==> src/hdl/acp_pkg.sv <==
// Package of constants and types for the converter mode configuration port
package acp_pkg;
  // Register offsets
  localparam logic [6:0] SOFT_RESET_CTRL_ADDR = 7'h00;
  localparam logic [6:0] POWER_DOWN_CTRL_ADDR = 7'h01;
  localparam logic [6:0] OUTPUT_CLOCK_TIMING_ADDR = 7'h02;
  localparam logic [6:0] OUTPUT_DRIVER_MODE_ADDR = 7'h03;
  localparam logic [6:0] DATA_FORMAT_CTRL_ADDR = 7'h04;
  localparam int NUM_REGS = 5;
  // Reset values
  localparam logic [7:0] REG_RESET_VALUE = 8'h00;
  // Field positions
  localparam int SOFT_RESET_BIT = 7;
  localparam int OUTCLK_INVERT_BIT = 3;
  localparam int OUTCLK_PHASE_LSB = 1;
  localparam int DCS_BIT = 0;
  localparam int LVDS_CURRENT_LSB = 4;
  localparam int TERMINATION_BIT = 3;
  localparam int TRISTATE_BIT = 2;
  localparam int FORMAT_LSB = 0;
  localparam int TEST_PATTERN_LSB = 3;
  localparam int ALT_POLARITY_BIT = 2;
  localparam int RANDOMIZER_BIT = 1;
  localparam int TWOS_COMP_BIT = 0;
  // Writable bit masks; unused bits never store
  localparam logic [7:0] POWER_DOWN_MASK = 8'h03;
  localparam logic [7:0] TIMING_MASK = 8'h0F;
  localparam logic [7:0] DRIVER_MODE_MASK = 8'h7F;
  localparam logic [7:0] DATA_FORMAT_MASK = 8'h3F;
  // Serial word layout
  localparam int WORD_BITS = 16;
  localparam int DATA_BITS = 8;
  localparam logic [4:0] WORD_BITS_COUNT = 5'h10;
  localparam logic [4:0] DATA_PHASE_START = 5'h08;
  // Encodings
  localparam logic [1:0] FORMAT_FULL_CMOS = 2'h0;
  localparam logic [1:0] FORMAT_DDR_LVDS = 2'h1;
  localparam logic [1:0] FORMAT_DDR_CMOS = 2'h2;
  localparam logic [1:0] FORMAT_UNUSED = 2'h3;
  localparam logic [2:0] LVDS_CURRENT_3P5MA = 3'h0;
  localparam logic [2:0] LVDS_CURRENT_UNUSED = 3'h3;
  localparam logic [1:0] POWER_SLEEP = 2'h3;
  // Length of the forced sleep pulse after a software reset
  localparam logic [3:0] RESET_SLEEP_CYCLES = 4'h8;
  typedef enum logic [1:0] {
    PD_NORMAL,
    PD_NAP_CH2,
    PD_NAP_BOTH,
    PD_SLEEP
  } acp_power_type;
endpackage

==> src/hdl/acp_reg_if.sv <==
// Interface carrying register writes and reads between serial engine and register bank
`timescale 1ns/100ps
interface acp_reg_if;
  logic wr_en;
  logic [6:0] addr;
  logic [7:0] wr_data;
  logic [7:0] rd_data;
  logic soft_reset;
  modport engine (output wr_en, output addr, output wr_data, input rd_data, input soft_reset);
  modport bank (input wr_en, input addr, input wr_data, output rd_data, output soft_reset);
endinterface

==> src/hdl/acp_reg_bank.sv <==
// Mode control register bank with software reset
`timescale 1ns/100ps
module acp_reg_bank (
  input wire logic sys_clk,
  input wire logic reset,
  acp_reg_if.bank rif,
  output logic [7:0] power_down_reg,
  output logic [7:0] timing_reg,
  output logic [7:0] driver_mode_reg,
  output logic [7:0] data_format_reg
);

  logic soft_reset_hit;

  assign soft_reset_hit = rif.wr_en && (rif.addr == acp_pkg::SOFT_RESET_CTRL_ADDR)
    && rif.wr_data[acp_pkg::SOFT_RESET_BIT];
  assign rif.soft_reset = soft_reset_hit;

  // --------------------------------------------------------------
  // Register storage
  // --------------------------------------------------------------
  // masked writes, reset clears all
  always_ff @(posedge sys_clk or posedge reset) begin
    if (reset) begin
      power_down_reg <= acp_pkg::REG_RESET_VALUE;
      timing_reg <= acp_pkg::REG_RESET_VALUE;
      driver_mode_reg <= acp_pkg::REG_RESET_VALUE;
      data_format_reg <= acp_pkg::REG_RESET_VALUE;
    end else if (soft_reset_hit) begin
      power_down_reg <= acp_pkg::REG_RESET_VALUE;
      timing_reg <= acp_pkg::REG_RESET_VALUE;
      driver_mode_reg <= acp_pkg::REG_RESET_VALUE;
      data_format_reg <= acp_pkg::REG_RESET_VALUE;
    end else if (rif.wr_en) begin
      unique case (rif.addr)
        acp_pkg::POWER_DOWN_CTRL_ADDR: power_down_reg <= rif.wr_data & acp_pkg::POWER_DOWN_MASK;
        acp_pkg::OUTPUT_CLOCK_TIMING_ADDR: timing_reg <= rif.wr_data & acp_pkg::TIMING_MASK;
        acp_pkg::OUTPUT_DRIVER_MODE_ADDR: driver_mode_reg <= rif.wr_data & acp_pkg::DRIVER_MODE_MASK;
        acp_pkg::DATA_FORMAT_CTRL_ADDR: data_format_reg <= rif.wr_data & acp_pkg::DATA_FORMAT_MASK;
        default: ;
      endcase
    end
  end

  // readback mux, reset register reads zero
  always_comb begin
    unique case (rif.addr)
      acp_pkg::POWER_DOWN_CTRL_ADDR: rif.rd_data = power_down_reg;
      acp_pkg::OUTPUT_CLOCK_TIMING_ADDR: rif.rd_data = timing_reg;
      acp_pkg::OUTPUT_DRIVER_MODE_ADDR: rif.rd_data = driver_mode_reg;
      acp_pkg::DATA_FORMAT_CTRL_ADDR: rif.rd_data = data_format_reg;
      default: rif.rd_data = 8'h00;
    endcase
  end

  // reset clears the timing, driver mode and power-down registers next cycle
  chk_soft_reset_clears: assert property (@(posedge sys_clk) disable iff (reset)
    soft_reset_hit |=> (timing_reg == 8'h00) && (driver_mode_reg == 8'h00) && (power_down_reg == 8'h00))
    else $error("Software reset did not clear registers");
  chk_unused_bits_zero: assert property (@(posedge sys_clk) disable iff (reset)
    (timing_reg[7:4] == 4'h0) && (driver_mode_reg[7] == 1'b0) && (power_down_reg[7:2] == 6'h00))
    else $error("Unused register bit became set");
endmodule

==> src/hdl/acp_config_port.sv <==
// Mode configuration port: strap-selected static pins or serial register interface
//
// Summary of operation
// - Strap high: chip-select, clock, serial-in, serial-out are static mode inputs.
// - Static mode: chip-select level sets duty cycle stabilizer off or on.
// - Static mode: clock pin low full rate CMOS, high DDR LVDS 3.5mA.
// - Power-down code from serial-in/out pins or register bits 1-0.
// - Strap low: four pins form serial interface programming mode registers.
// - Chip-select low frames transfer; only first 16 rising clock edges sampled.
// - Word is read/write flag, seven address bits, eight data bits, MSB first.
// - Flag low: data bits written to addressed register.
// - Flag high: register driven on serial-out, unchanged, serial-in ignored.
// - Serial-out is open-drain pull-down only; host supplies pull-up.
// - Bit 7 of register 00h clears all registers and briefly forces sleep.
// - Reset register is write-only; its readback is not meaningful.
// - Timing bit 3 inverts the output clock polarity.
// - Timing bits 2-1 delay output clock by 0, 45, 90 or 135 degrees.
// - Timing bit 0 switches the duty cycle stabilizer.
// - Output mode bits 6-4 select LVDS drive current; code 011 unused.
// - Output mode bit 3 enables termination and doubles drive current.
// - Output mode bit 2 puts every digital output in high impedance.
// - Output mode bits 1-0 select output format; code 11 unused.
// - Inversion plus phase delay gives clock shifts from 0 to 315 degrees.
// - Register 04h holds test pattern, bit polarity, randomizer, two's complement.
`timescale 1ns/100ps
module acp_config_port (
  input wire logic sys_clk,
  input wire logic reset,
  input wire logic interface_select,
  input wire logic cs_n_pin,
  input wire logic sck_pin,
  input wire logic sdi_pin,
  input wire logic sdo_pin_in,
  output logic sdo_pin_out,
  output logic sdo_pin_oe_n,
  output logic duty_cycle_stabilizer,
  output logic [1:0] power_down_code,
  output logic [1:0] output_format_mode,
  output logic [2:0] lvds_drive_current,
  output logic internal_termination,
  output logic output_tristate,
  output logic outclk_invert,
  output logic [1:0] outclk_phase_delay,
  output logic [2:0] outclk_shift_eighths,
  output logic [2:0] test_pattern_select,
  output logic alt_bit_polarity,
  output logic output_randomizer,
  output logic twos_complement
);

  // --------------------------------------------------------------
  // Input synchronisers
  // --------------------------------------------------------------
  logic [4:0] sync1_reg;
  logic [4:0] sync2_reg;
  logic strap_s;
  logic cs_n_s;
  logic sck_s;
  logic sdi_s;
  logic sdo_s;

  // Two flops on every pin
  always_ff @(posedge sys_clk or posedge reset) begin
    if (reset) begin
      sync1_reg <= 5'h1F;
      sync2_reg <= 5'h1F;
    end else begin
      sync1_reg <= {interface_select, cs_n_pin, sck_pin, sdi_pin, sdo_pin_in};
      sync2_reg <= sync1_reg;
    end
  end
  assign {strap_s, cs_n_s, sck_s, sdi_s, sdo_s} = sync2_reg;

  // --------------------------------------------------------------
  // Serial engine
  // --------------------------------------------------------------
  logic sck_prev_reg;
  logic cs_prev_reg;
  logic sck_rise;
  logic sck_fall;
  logic cs_fall;
  logic cs_rise;
  logic serial_mode;
  logic [4:0] bit_count_reg;
  logic [15:0] shift_reg;
  logic read_cmd_reg;
  logic [7:0] read_data_reg;
  logic sdo_low_reg;
  logic wr_pending_reg;
  logic [3:0] sleep_count_reg;
  logic [7:0] power_down_reg;
  logic [7:0] timing_reg;
  logic [7:0] driver_mode_reg;
  logic [7:0] data_format_reg;

  acp_reg_if rif ();

  // serial mode only with strap low
  assign serial_mode = !strap_s;
  assign sck_rise = sck_s && !sck_prev_reg;
  assign sck_fall = !sck_s && sck_prev_reg;
  assign cs_fall = !cs_n_s && cs_prev_reg;
  assign cs_rise = cs_n_s && !cs_prev_reg;

  // Edge history
  always_ff @(posedge sys_clk or posedge reset) begin
    if (reset) begin
      sck_prev_reg <= 1'b1; // Matches synchroniser reset, no false edge
      cs_prev_reg <= 1'b1;
    end else begin
      sck_prev_reg <= sck_s;
      cs_prev_reg <= cs_n_s;
    end
  end

  // count only the first 16 rising edges in a frame
  always_ff @(posedge sys_clk or posedge reset) begin
    if (reset) begin
      bit_count_reg <= 5'h00;
    end else if (!serial_mode || cs_n_s || cs_fall) begin
      bit_count_reg <= 5'h00;
    end else if (sck_rise && bit_count_reg != acp_pkg::WORD_BITS_COUNT) begin
      bit_count_reg <= bit_count_reg + 5'h01;
    end
  end

  always_ff @(posedge sys_clk or posedge reset) begin
    if (reset) begin
      shift_reg <= 16'h0000;
    end else if (serial_mode && !cs_n_s && sck_rise && bit_count_reg != acp_pkg::WORD_BITS_COUNT) begin
      shift_reg <= {shift_reg[14:0], sdi_s};
    end
  end

  // latch flag and register contents after the address byte
  always_ff @(posedge sys_clk or posedge reset) begin
    if (reset) begin
      read_cmd_reg <= 1'b0;
      read_data_reg <= 8'h00;
    end else if (cs_n_s) begin
      read_cmd_reg <= 1'b0;
    end else if (bit_count_reg == acp_pkg::DATA_PHASE_START && !sck_s && sck_prev_reg) begin
      read_cmd_reg <= shift_reg[7];
      read_data_reg <= rif.rd_data;
    end else if (read_cmd_reg && sck_fall) begin
      read_data_reg <= {read_data_reg[6:0], 1'b0};
    end
  end

  // Address bits sit higher once fifteen bits are in, for the write strobe
  assign rif.addr = (bit_count_reg == 5'h0F) ? shift_reg[13:7] : shift_reg[6:0];

  // write on the sixteenth rising edge for a write command
  assign rif.wr_en = serial_mode && !cs_n_s && sck_rise && (bit_count_reg == 5'h0F) && !shift_reg[14];
  assign rif.wr_data = {shift_reg[6:0], sdi_s};

  // drive low for zero read bits in the last eight periods
  always_ff @(posedge sys_clk or posedge reset) begin
    if (reset) begin
      sdo_low_reg <= 1'b0;
    end else begin
      sdo_low_reg <= serial_mode && !cs_n_s && read_cmd_reg && !read_data_reg[7]
        && bit_count_reg >= acp_pkg::DATA_PHASE_START && bit_count_reg != acp_pkg::WORD_BITS_COUNT;
    end
  end
  // open drain: only ever drives zero
  assign sdo_pin_out = 1'b0;
  assign sdo_pin_oe_n = !sdo_low_reg;

  acp_reg_bank u_bank (
    .sys_clk(sys_clk),
    .reset(reset),
    .rif(rif.bank),
    .power_down_reg(power_down_reg),
    .timing_reg(timing_reg),
    .driver_mode_reg(driver_mode_reg),
    .data_format_reg(data_format_reg)
  );

  // brief forced sleep after software reset
  always_ff @(posedge sys_clk or posedge reset) begin
    if (reset) begin
      sleep_count_reg <= 4'h0;
    end else if (rif.soft_reset) begin
      sleep_count_reg <= acp_pkg::RESET_SLEEP_CYCLES;
    end else if (sleep_count_reg != 4'h0) begin
      sleep_count_reg <= sleep_count_reg - 4'h1;
    end
  end

  // --------------------------------------------------------------
  // Mode outputs
  // --------------------------------------------------------------
  logic [1:0] format_next;
  logic [2:0] current_next;

  // unused codes fall back to defaults
  always_comb begin
    format_next = driver_mode_reg[acp_pkg::FORMAT_LSB +: 2];
    if (format_next == acp_pkg::FORMAT_UNUSED) begin
      format_next = acp_pkg::FORMAT_FULL_CMOS;
    end
    current_next = driver_mode_reg[acp_pkg::LVDS_CURRENT_LSB +: 3];
    if (current_next == acp_pkg::LVDS_CURRENT_UNUSED) begin
      current_next = acp_pkg::LVDS_CURRENT_3P5MA;
    end
  end

  // static pins or registers steer the modes
  always_ff @(posedge sys_clk or posedge reset) begin
    if (reset) begin
      duty_cycle_stabilizer <= 1'b0;
      power_down_code <= 2'h0;
      output_format_mode <= 2'h0;
      lvds_drive_current <= 3'h0;
      internal_termination <= 1'b0;
      output_tristate <= 1'b0;
      outclk_invert <= 1'b0;
      outclk_phase_delay <= 2'h0;
      test_pattern_select <= 3'h0;
      alt_bit_polarity <= 1'b0;
      output_randomizer <= 1'b0;
      twos_complement <= 1'b0;
    end else if (strap_s) begin
      duty_cycle_stabilizer <= cs_n_s;
      power_down_code <= {sdi_s, sdo_s};
      output_format_mode <= sck_s ? acp_pkg::FORMAT_DDR_LVDS : acp_pkg::FORMAT_FULL_CMOS;
      lvds_drive_current <= acp_pkg::LVDS_CURRENT_3P5MA;
      internal_termination <= 1'b0;
      output_tristate <= 1'b0;
      outclk_invert <= 1'b0;
      outclk_phase_delay <= 2'h0;
      test_pattern_select <= 3'h0;
      alt_bit_polarity <= 1'b0;
      output_randomizer <= 1'b0;
      twos_complement <= 1'b0;
    end else begin
      duty_cycle_stabilizer <= timing_reg[acp_pkg::DCS_BIT];
      outclk_invert <= timing_reg[acp_pkg::OUTCLK_INVERT_BIT];
      outclk_phase_delay <= timing_reg[acp_pkg::OUTCLK_PHASE_LSB +: 2];
      // register code, sleep forced after reset
      power_down_code <= (sleep_count_reg != 4'h0 || rif.soft_reset) ? acp_pkg::POWER_SLEEP
        : power_down_reg[1:0];
      output_format_mode <= format_next;
      lvds_drive_current <= current_next;
      internal_termination <= driver_mode_reg[acp_pkg::TERMINATION_BIT];
      output_tristate <= driver_mode_reg[acp_pkg::TRISTATE_BIT];
      test_pattern_select <= data_format_reg[acp_pkg::TEST_PATTERN_LSB +: 3];
      alt_bit_polarity <= data_format_reg[acp_pkg::ALT_POLARITY_BIT];
      output_randomizer <= data_format_reg[acp_pkg::RANDOMIZER_BIT];
      twos_complement <= data_format_reg[acp_pkg::TWOS_COMP_BIT];
    end
  end

  // effective shift in eighths of a period
  always_ff @(posedge sys_clk or posedge reset) begin
    if (reset) begin
      outclk_shift_eighths <= 3'h0;
    end else begin
      outclk_shift_eighths <= {1'b0, outclk_phase_delay} + {outclk_invert, 2'h0};
    end
  end

  // --------------------------------------------------------------
  // Checks
  // --------------------------------------------------------------
  // chip-select level reaches stabilizer in static mode
  chk_strap_dcs_follow: assert property (@(posedge sys_clk) disable iff (reset)
    !reset && strap_s |=> duty_cycle_stabilizer == $past(cs_n_s))
    else $error("Stabilizer does not follow chip-select in static mode");
  // clock pin high picks DDR LVDS in static mode
  chk_strap_format: assert property (@(posedge sys_clk) disable iff (reset)
    !reset && strap_s && sck_s |=> output_format_mode == 2'h1 && lvds_drive_current == 3'h0 && !internal_termination)
    else $error("Static format wrong");
  chk_strap_power: assert property (@(posedge sys_clk) disable iff (reset)
    !reset && strap_s |=> power_down_code == {$past(sdi_s), $past(sdo_s)})
    else $error("Static power code wrong");
  chk_edge_limit: assert property (@(posedge sys_clk) disable iff (reset)
    bit_count_reg == 5'h10 && sck_rise |=> bit_count_reg == 5'h10 || $past(cs_n_s))
    else $error("Edges beyond sixteen counted");
  chk_reset_sleep: assert property (@(posedge sys_clk) disable iff (reset)
    rif.soft_reset && !strap_s |=> (power_down_code == 2'h3) [*2])
    else $error("Software reset did not force sleep");
  chk_sdo_open_drain: assert property (@(posedge sys_clk) disable iff (reset)
    !sdo_pin_oe_n |-> !sdo_pin_out && serial_mode)
    else $error("Serial-out driven high or outside serial mode");
  chk_read_no_write: assert property (@(posedge sys_clk) disable iff (reset)
    read_cmd_reg |-> !rif.wr_en)
    else $error("Read command caused a write");
  chk_tristate_map: assert property (@(posedge sys_clk) disable iff (reset)
    !strap_s && !$past(strap_s) |-> output_tristate == $past(driver_mode_reg[2]))
    else $error("Tristate does not follow register");

  cov_write_cmd: cover property (@(posedge sys_clk) disable iff (reset) rif.wr_en);
  cov_read_cmd: cover property (@(posedge sys_clk) disable iff (reset) read_cmd_reg && sck_fall);
  cov_soft_reset: cover property (@(posedge sys_clk) disable iff (reset) rif.soft_reset);
  cov_static_mode: cover property (@(posedge sys_clk) disable iff (reset) strap_s && sck_s);
endmodule

==> config.mk <==
export PLATFORM = sky130hd
export DESIGN_NAME = acp_config_port
export DESIGN_NICKNAME = d
export VERILOG_FILES = /design/src/hdl/acp_pkg.sv /design/src/hdl/acp_reg_if.sv /design/src/hdl/acp_reg_bank.sv /design/src/hdl/acp_config_port.sv
export SDC_FILE = /design/constraint.sdc
export NUM_CORES = 1
export LEC_CHECK = 0
export ABC_AREA = 1
export BUFFER_PORTS_ARGS = -buffer_cell sky130_fd_sc_hd__buf_2
export CAP_MARGIN = 0
export CORE_ASPECT_RATIO = 0.6
export CORE_MARGIN = 2
export CORE_UTILIZATION = 40
export DETAILED_ROUTE_END_ITERATION = 8
export PLACE_DENSITY = 0.64
export SYNTH_ARGS = -nofsm -noshare
export SYNTH_HDL_FRONTEND = slang
export SYNTH_SLANG_ARGS = --single-unit
export TNS_END_PERCENT = 1
==> constraint.sdc <==
create_clock -name sys_clk -period 4.59 [get_ports sys_clk]
set_input_delay 0.918 -clock sys_clk [delete_from_list [all_inputs] [get_ports sys_clk]]
set_output_delay 0.918 -clock sys_clk [all_outputs]
set_load 0.05 [all_outputs]
==> results.md <==
* Site Rows at 27
* Worst Hold Launch: sync1_reg[2]
* CP most frequent cell: nand2_1
* PortBufs at 29
* Seq/Total Area, Yosys at 59.0%
* Crit-path max FO at 11
* Worst-path cell chain: ha_1 -> nand2_1 -> nor2_1 -> ha_1 -> inv_1 -> nand2_1 -> nand2_1 -> nand2_2 -> inv_2 -> nand3_1 -> nor2_1 -> nand2_1 -> nand2_1 -> o22ai_1
* Cts hold-fix bufs at 0
* Max stage delay on crit path at 0.38 ns
* Critical path required time at 4.85 ns
* DIE WIDTH at 128 um
* CTS resizes at 0
* Max FFs per register at 15
* Worst R2R Start: bit_count_reg[1]
* Full die area at 10,100 um^2
* Vias in the first global route at 2,616
* CP max-delay cell: ha_1
* Status: finished clean
* Drt via density at 4.78
* Share of the synthesized area in the top cell type at 50.5%
* GRT Total Usage at 17.3%
* Flop pwr share at 46.1%
* Number of diodes at 0
* Ys flop type: dfrtp_1
* Worst Setup SP: bit_count_reg[1]
* Setup WS pre-CTS at 2.06 ns
* TritonRoute pass-1 iters at 4
* DRT antenna net count at 0
* Min cycle time layout at 2.55 ns
* Area leader, netlist: dfrtp_1
* F_max at 392 MHz
* Clock Path Buffers at 2
* CORE AREA at 9090 um^2
* P&R area growth vs syn at 15.5%
* Pin count of the biggest net entering global routing at 57
* Setup tns final at 0 ns
* Asr flop ratio synth at 100%
* Final net count at 451
* Pwr/cell area at 426 nW/um^2
* Seq cells post-synth at 87
* R2R setup slack at 2.04 ns
* Layout cell share with drive strength beyond 1 at 18.9%
* Sink Count at 87
* Max-slew headroom at 36.9%
* Worst hold path type: flip-flop to flip-flop
* Buf/Inv on CP at 2
* DPL Wire Length at 5680 um
* Hold Path End: sync2_reg[2]
* Initial core utilization at 40.9%
* CP Class: flip-flop to flip-flop
* Critical Path AT at 2.81 ns
* Max cap viols at 0
* Clock root cell: clkbuf_16
* CTS buffer count at 9
* Sw Pwr at 463 uW
* Synthesized area per cell at 9.13 um^2
* Endpoint class of the critical path: flip-flop
* Final setup violation count at 0
* Initial antenna violation count at 0
* Reg2reg end: u_bank.driver_mode_reg[3]
* Internal power at 1360 uW
* Post-synth cell types at 32
* Crit start category: flip-flop
* Number of remaining DRC errors at 0
* Clk_lat worst skew at 0.34 ns
* Leak pwr at 0.00218 uW
* Clock tree from TritonCTS: done
* Clk slew on worst S/H paths at 0.06 ns
* Worst Hold Depth at 0
* Synthesized area at 3710 um^2
* Die height at 78.6 um
* Vias at 2,683
* Synth top cells by count: nand2_1, dfrtp_1, inv_1, nor2_1
* R2R cell count at 14
* Post-Synthesis Cells at 407
* Synthesized net count at 418
* Area contributors post-synth: dfrtp_1, nand2_1, dfstp_2
* Most common cell in the netlist: nand2_1
* Cell family with most CP delay: simple AND/OR/NAND/NOR gates
* EDFF count, synth at 0
* Routed len/inst at 13.9 um
* Synth Warn # at 0
* First-pass GRT wire length at 13,200 um
* Routed WL at 7800 um
* Slew @ Worst Pin at 0.947 ns
* Post-CTS setup buffers at 0
* Ports at 31
* Final hold viol count at 0
* RePlAce Congestion at 0.870
* Clk_skew at 0.00636 ns
* RSZ-0062 raised after global routing: no
* Gate power share at 10.0%
* Iteration-0 DRC Markers at 250
* Total grt overflow at 0
* Setup ws final at 2.04 ns
* Pins Over Slew Limit at 0
* H-tree depth at 3
* Switching share of power at 25.3%
* Max VDD drop at 0.185 mV
* Fin crit share at 55.6%
* Clock power share at 43.9%
worst max path at each step:
stage                           endpoint  slack (ns)  depth (start not counted)
2_1_floorplan           alt_bit_polarity        1.44                          1
3_3_place_gp          sleep_count_reg[1]        2.13                         16
4_1_cts               sleep_count_reg[1]        2.05                         16
6_report       u_bank.driver_mode_reg[3]        2.04                         14
5_1_grt               sleep_count_reg[1]        1.66                         16
3_5_place_dp          sleep_count_reg[1]        2.06                         16
power by group through the flow:
stage | sequential (uW) | clock (uW) | combinational (uW)
2_1_floorplan | 847 | 0 | 141
3_3_place_gp | 858 | 0 | 180
3_5_place_dp | 856 | 0 | 183
4_1_cts | 843 | 820 | 183
5_1_grt | 849 | 849 | 208
6_report | 843 | 802 | 183
per-layer routing:
metal,share of wire [%],GRT usage [%]
met5,0,0
met4,1.0,4.84
met3,6.2,5.52
met2,39,22.9
met1,54,26.8
cells in the final DEF (no fill, tap or decap), drive strengths merged:
cell type / synthesis / final
nand2: 100 / 100
dfrtp: 75 / 75
inv: 63 / 62
nor2: 46 / 46
buf: 4 / 30
o21ai: 27 / 27
nand3: 25 / 25
o22ai: 20 / 20
a21oi: 13 / 13
dfstp: 12 / 12
clkbuf: 4 / 12
nor3: 7 / 7
ha: 4 / 4
clkinv: 0 / 3
bufinv: 0 / 2
nand3b: 1 / 1
xor2: 1 / 1
xnor2: 1 / 1
nand4: 1 / 1
and2: 1 / 1
a31oi: 1 / 1
conb: 1 / 1
final cells by class:
cell class,instances,area [um^2]
fill,871,4800
sequential,87,2190
multi-input combinational,249,1230
clock buffer,12,256
inverter,63,240
timing repair buffer,30,153
tap,116,145
clock inverter,4,77.6
kinds of logic after synthesis:
| family | count (synthesis) | share of synthesized area (%) |
|---|---|---|
| compound gates | 61 | 9.13 |
| xor+xnor | 2 | 0.472 |
| buf+inv | 71 | 7.95 |
| simple gates | 181 | 22.0 |
| flops | 87 | 59.0 |
| other cells | 1 | 0.101 |
| fa+ha+maj | 4 | 1.35 |
stage by stage:
step | area (um^2) | utilization (%) | hold slack (ns) | instances | power (uW)
3_5_place_dp | 3960 | 43.5 | 0.347 | 545 | 1040
3_3_place_gp | 3960 | 43.5 | 0.345 | 545 | 1040
2_1_floorplan | 3710 | - | 0.345 | 407 | 988
6_report | 4290 | 47.2 | 0.354 | 561 | 1830
4_1_cts | 4290 | 47.2 | 0.355 | 561 | 1850
5_1_grt | 4290 | 47.2 | 0.360 | 561 | 1900
worst reg2reg max path, delay by kind of cell, from the launching register on:
family / cells / cell delay [ns]
flops: 1 / 0.36
simple gates: 9 / 1.07
fa+ha+maj: 2 / 0.57
compound gates: 1 / 0.20
buf+inv: 2 / 0.26
Power figures use the tool's default switching activity.
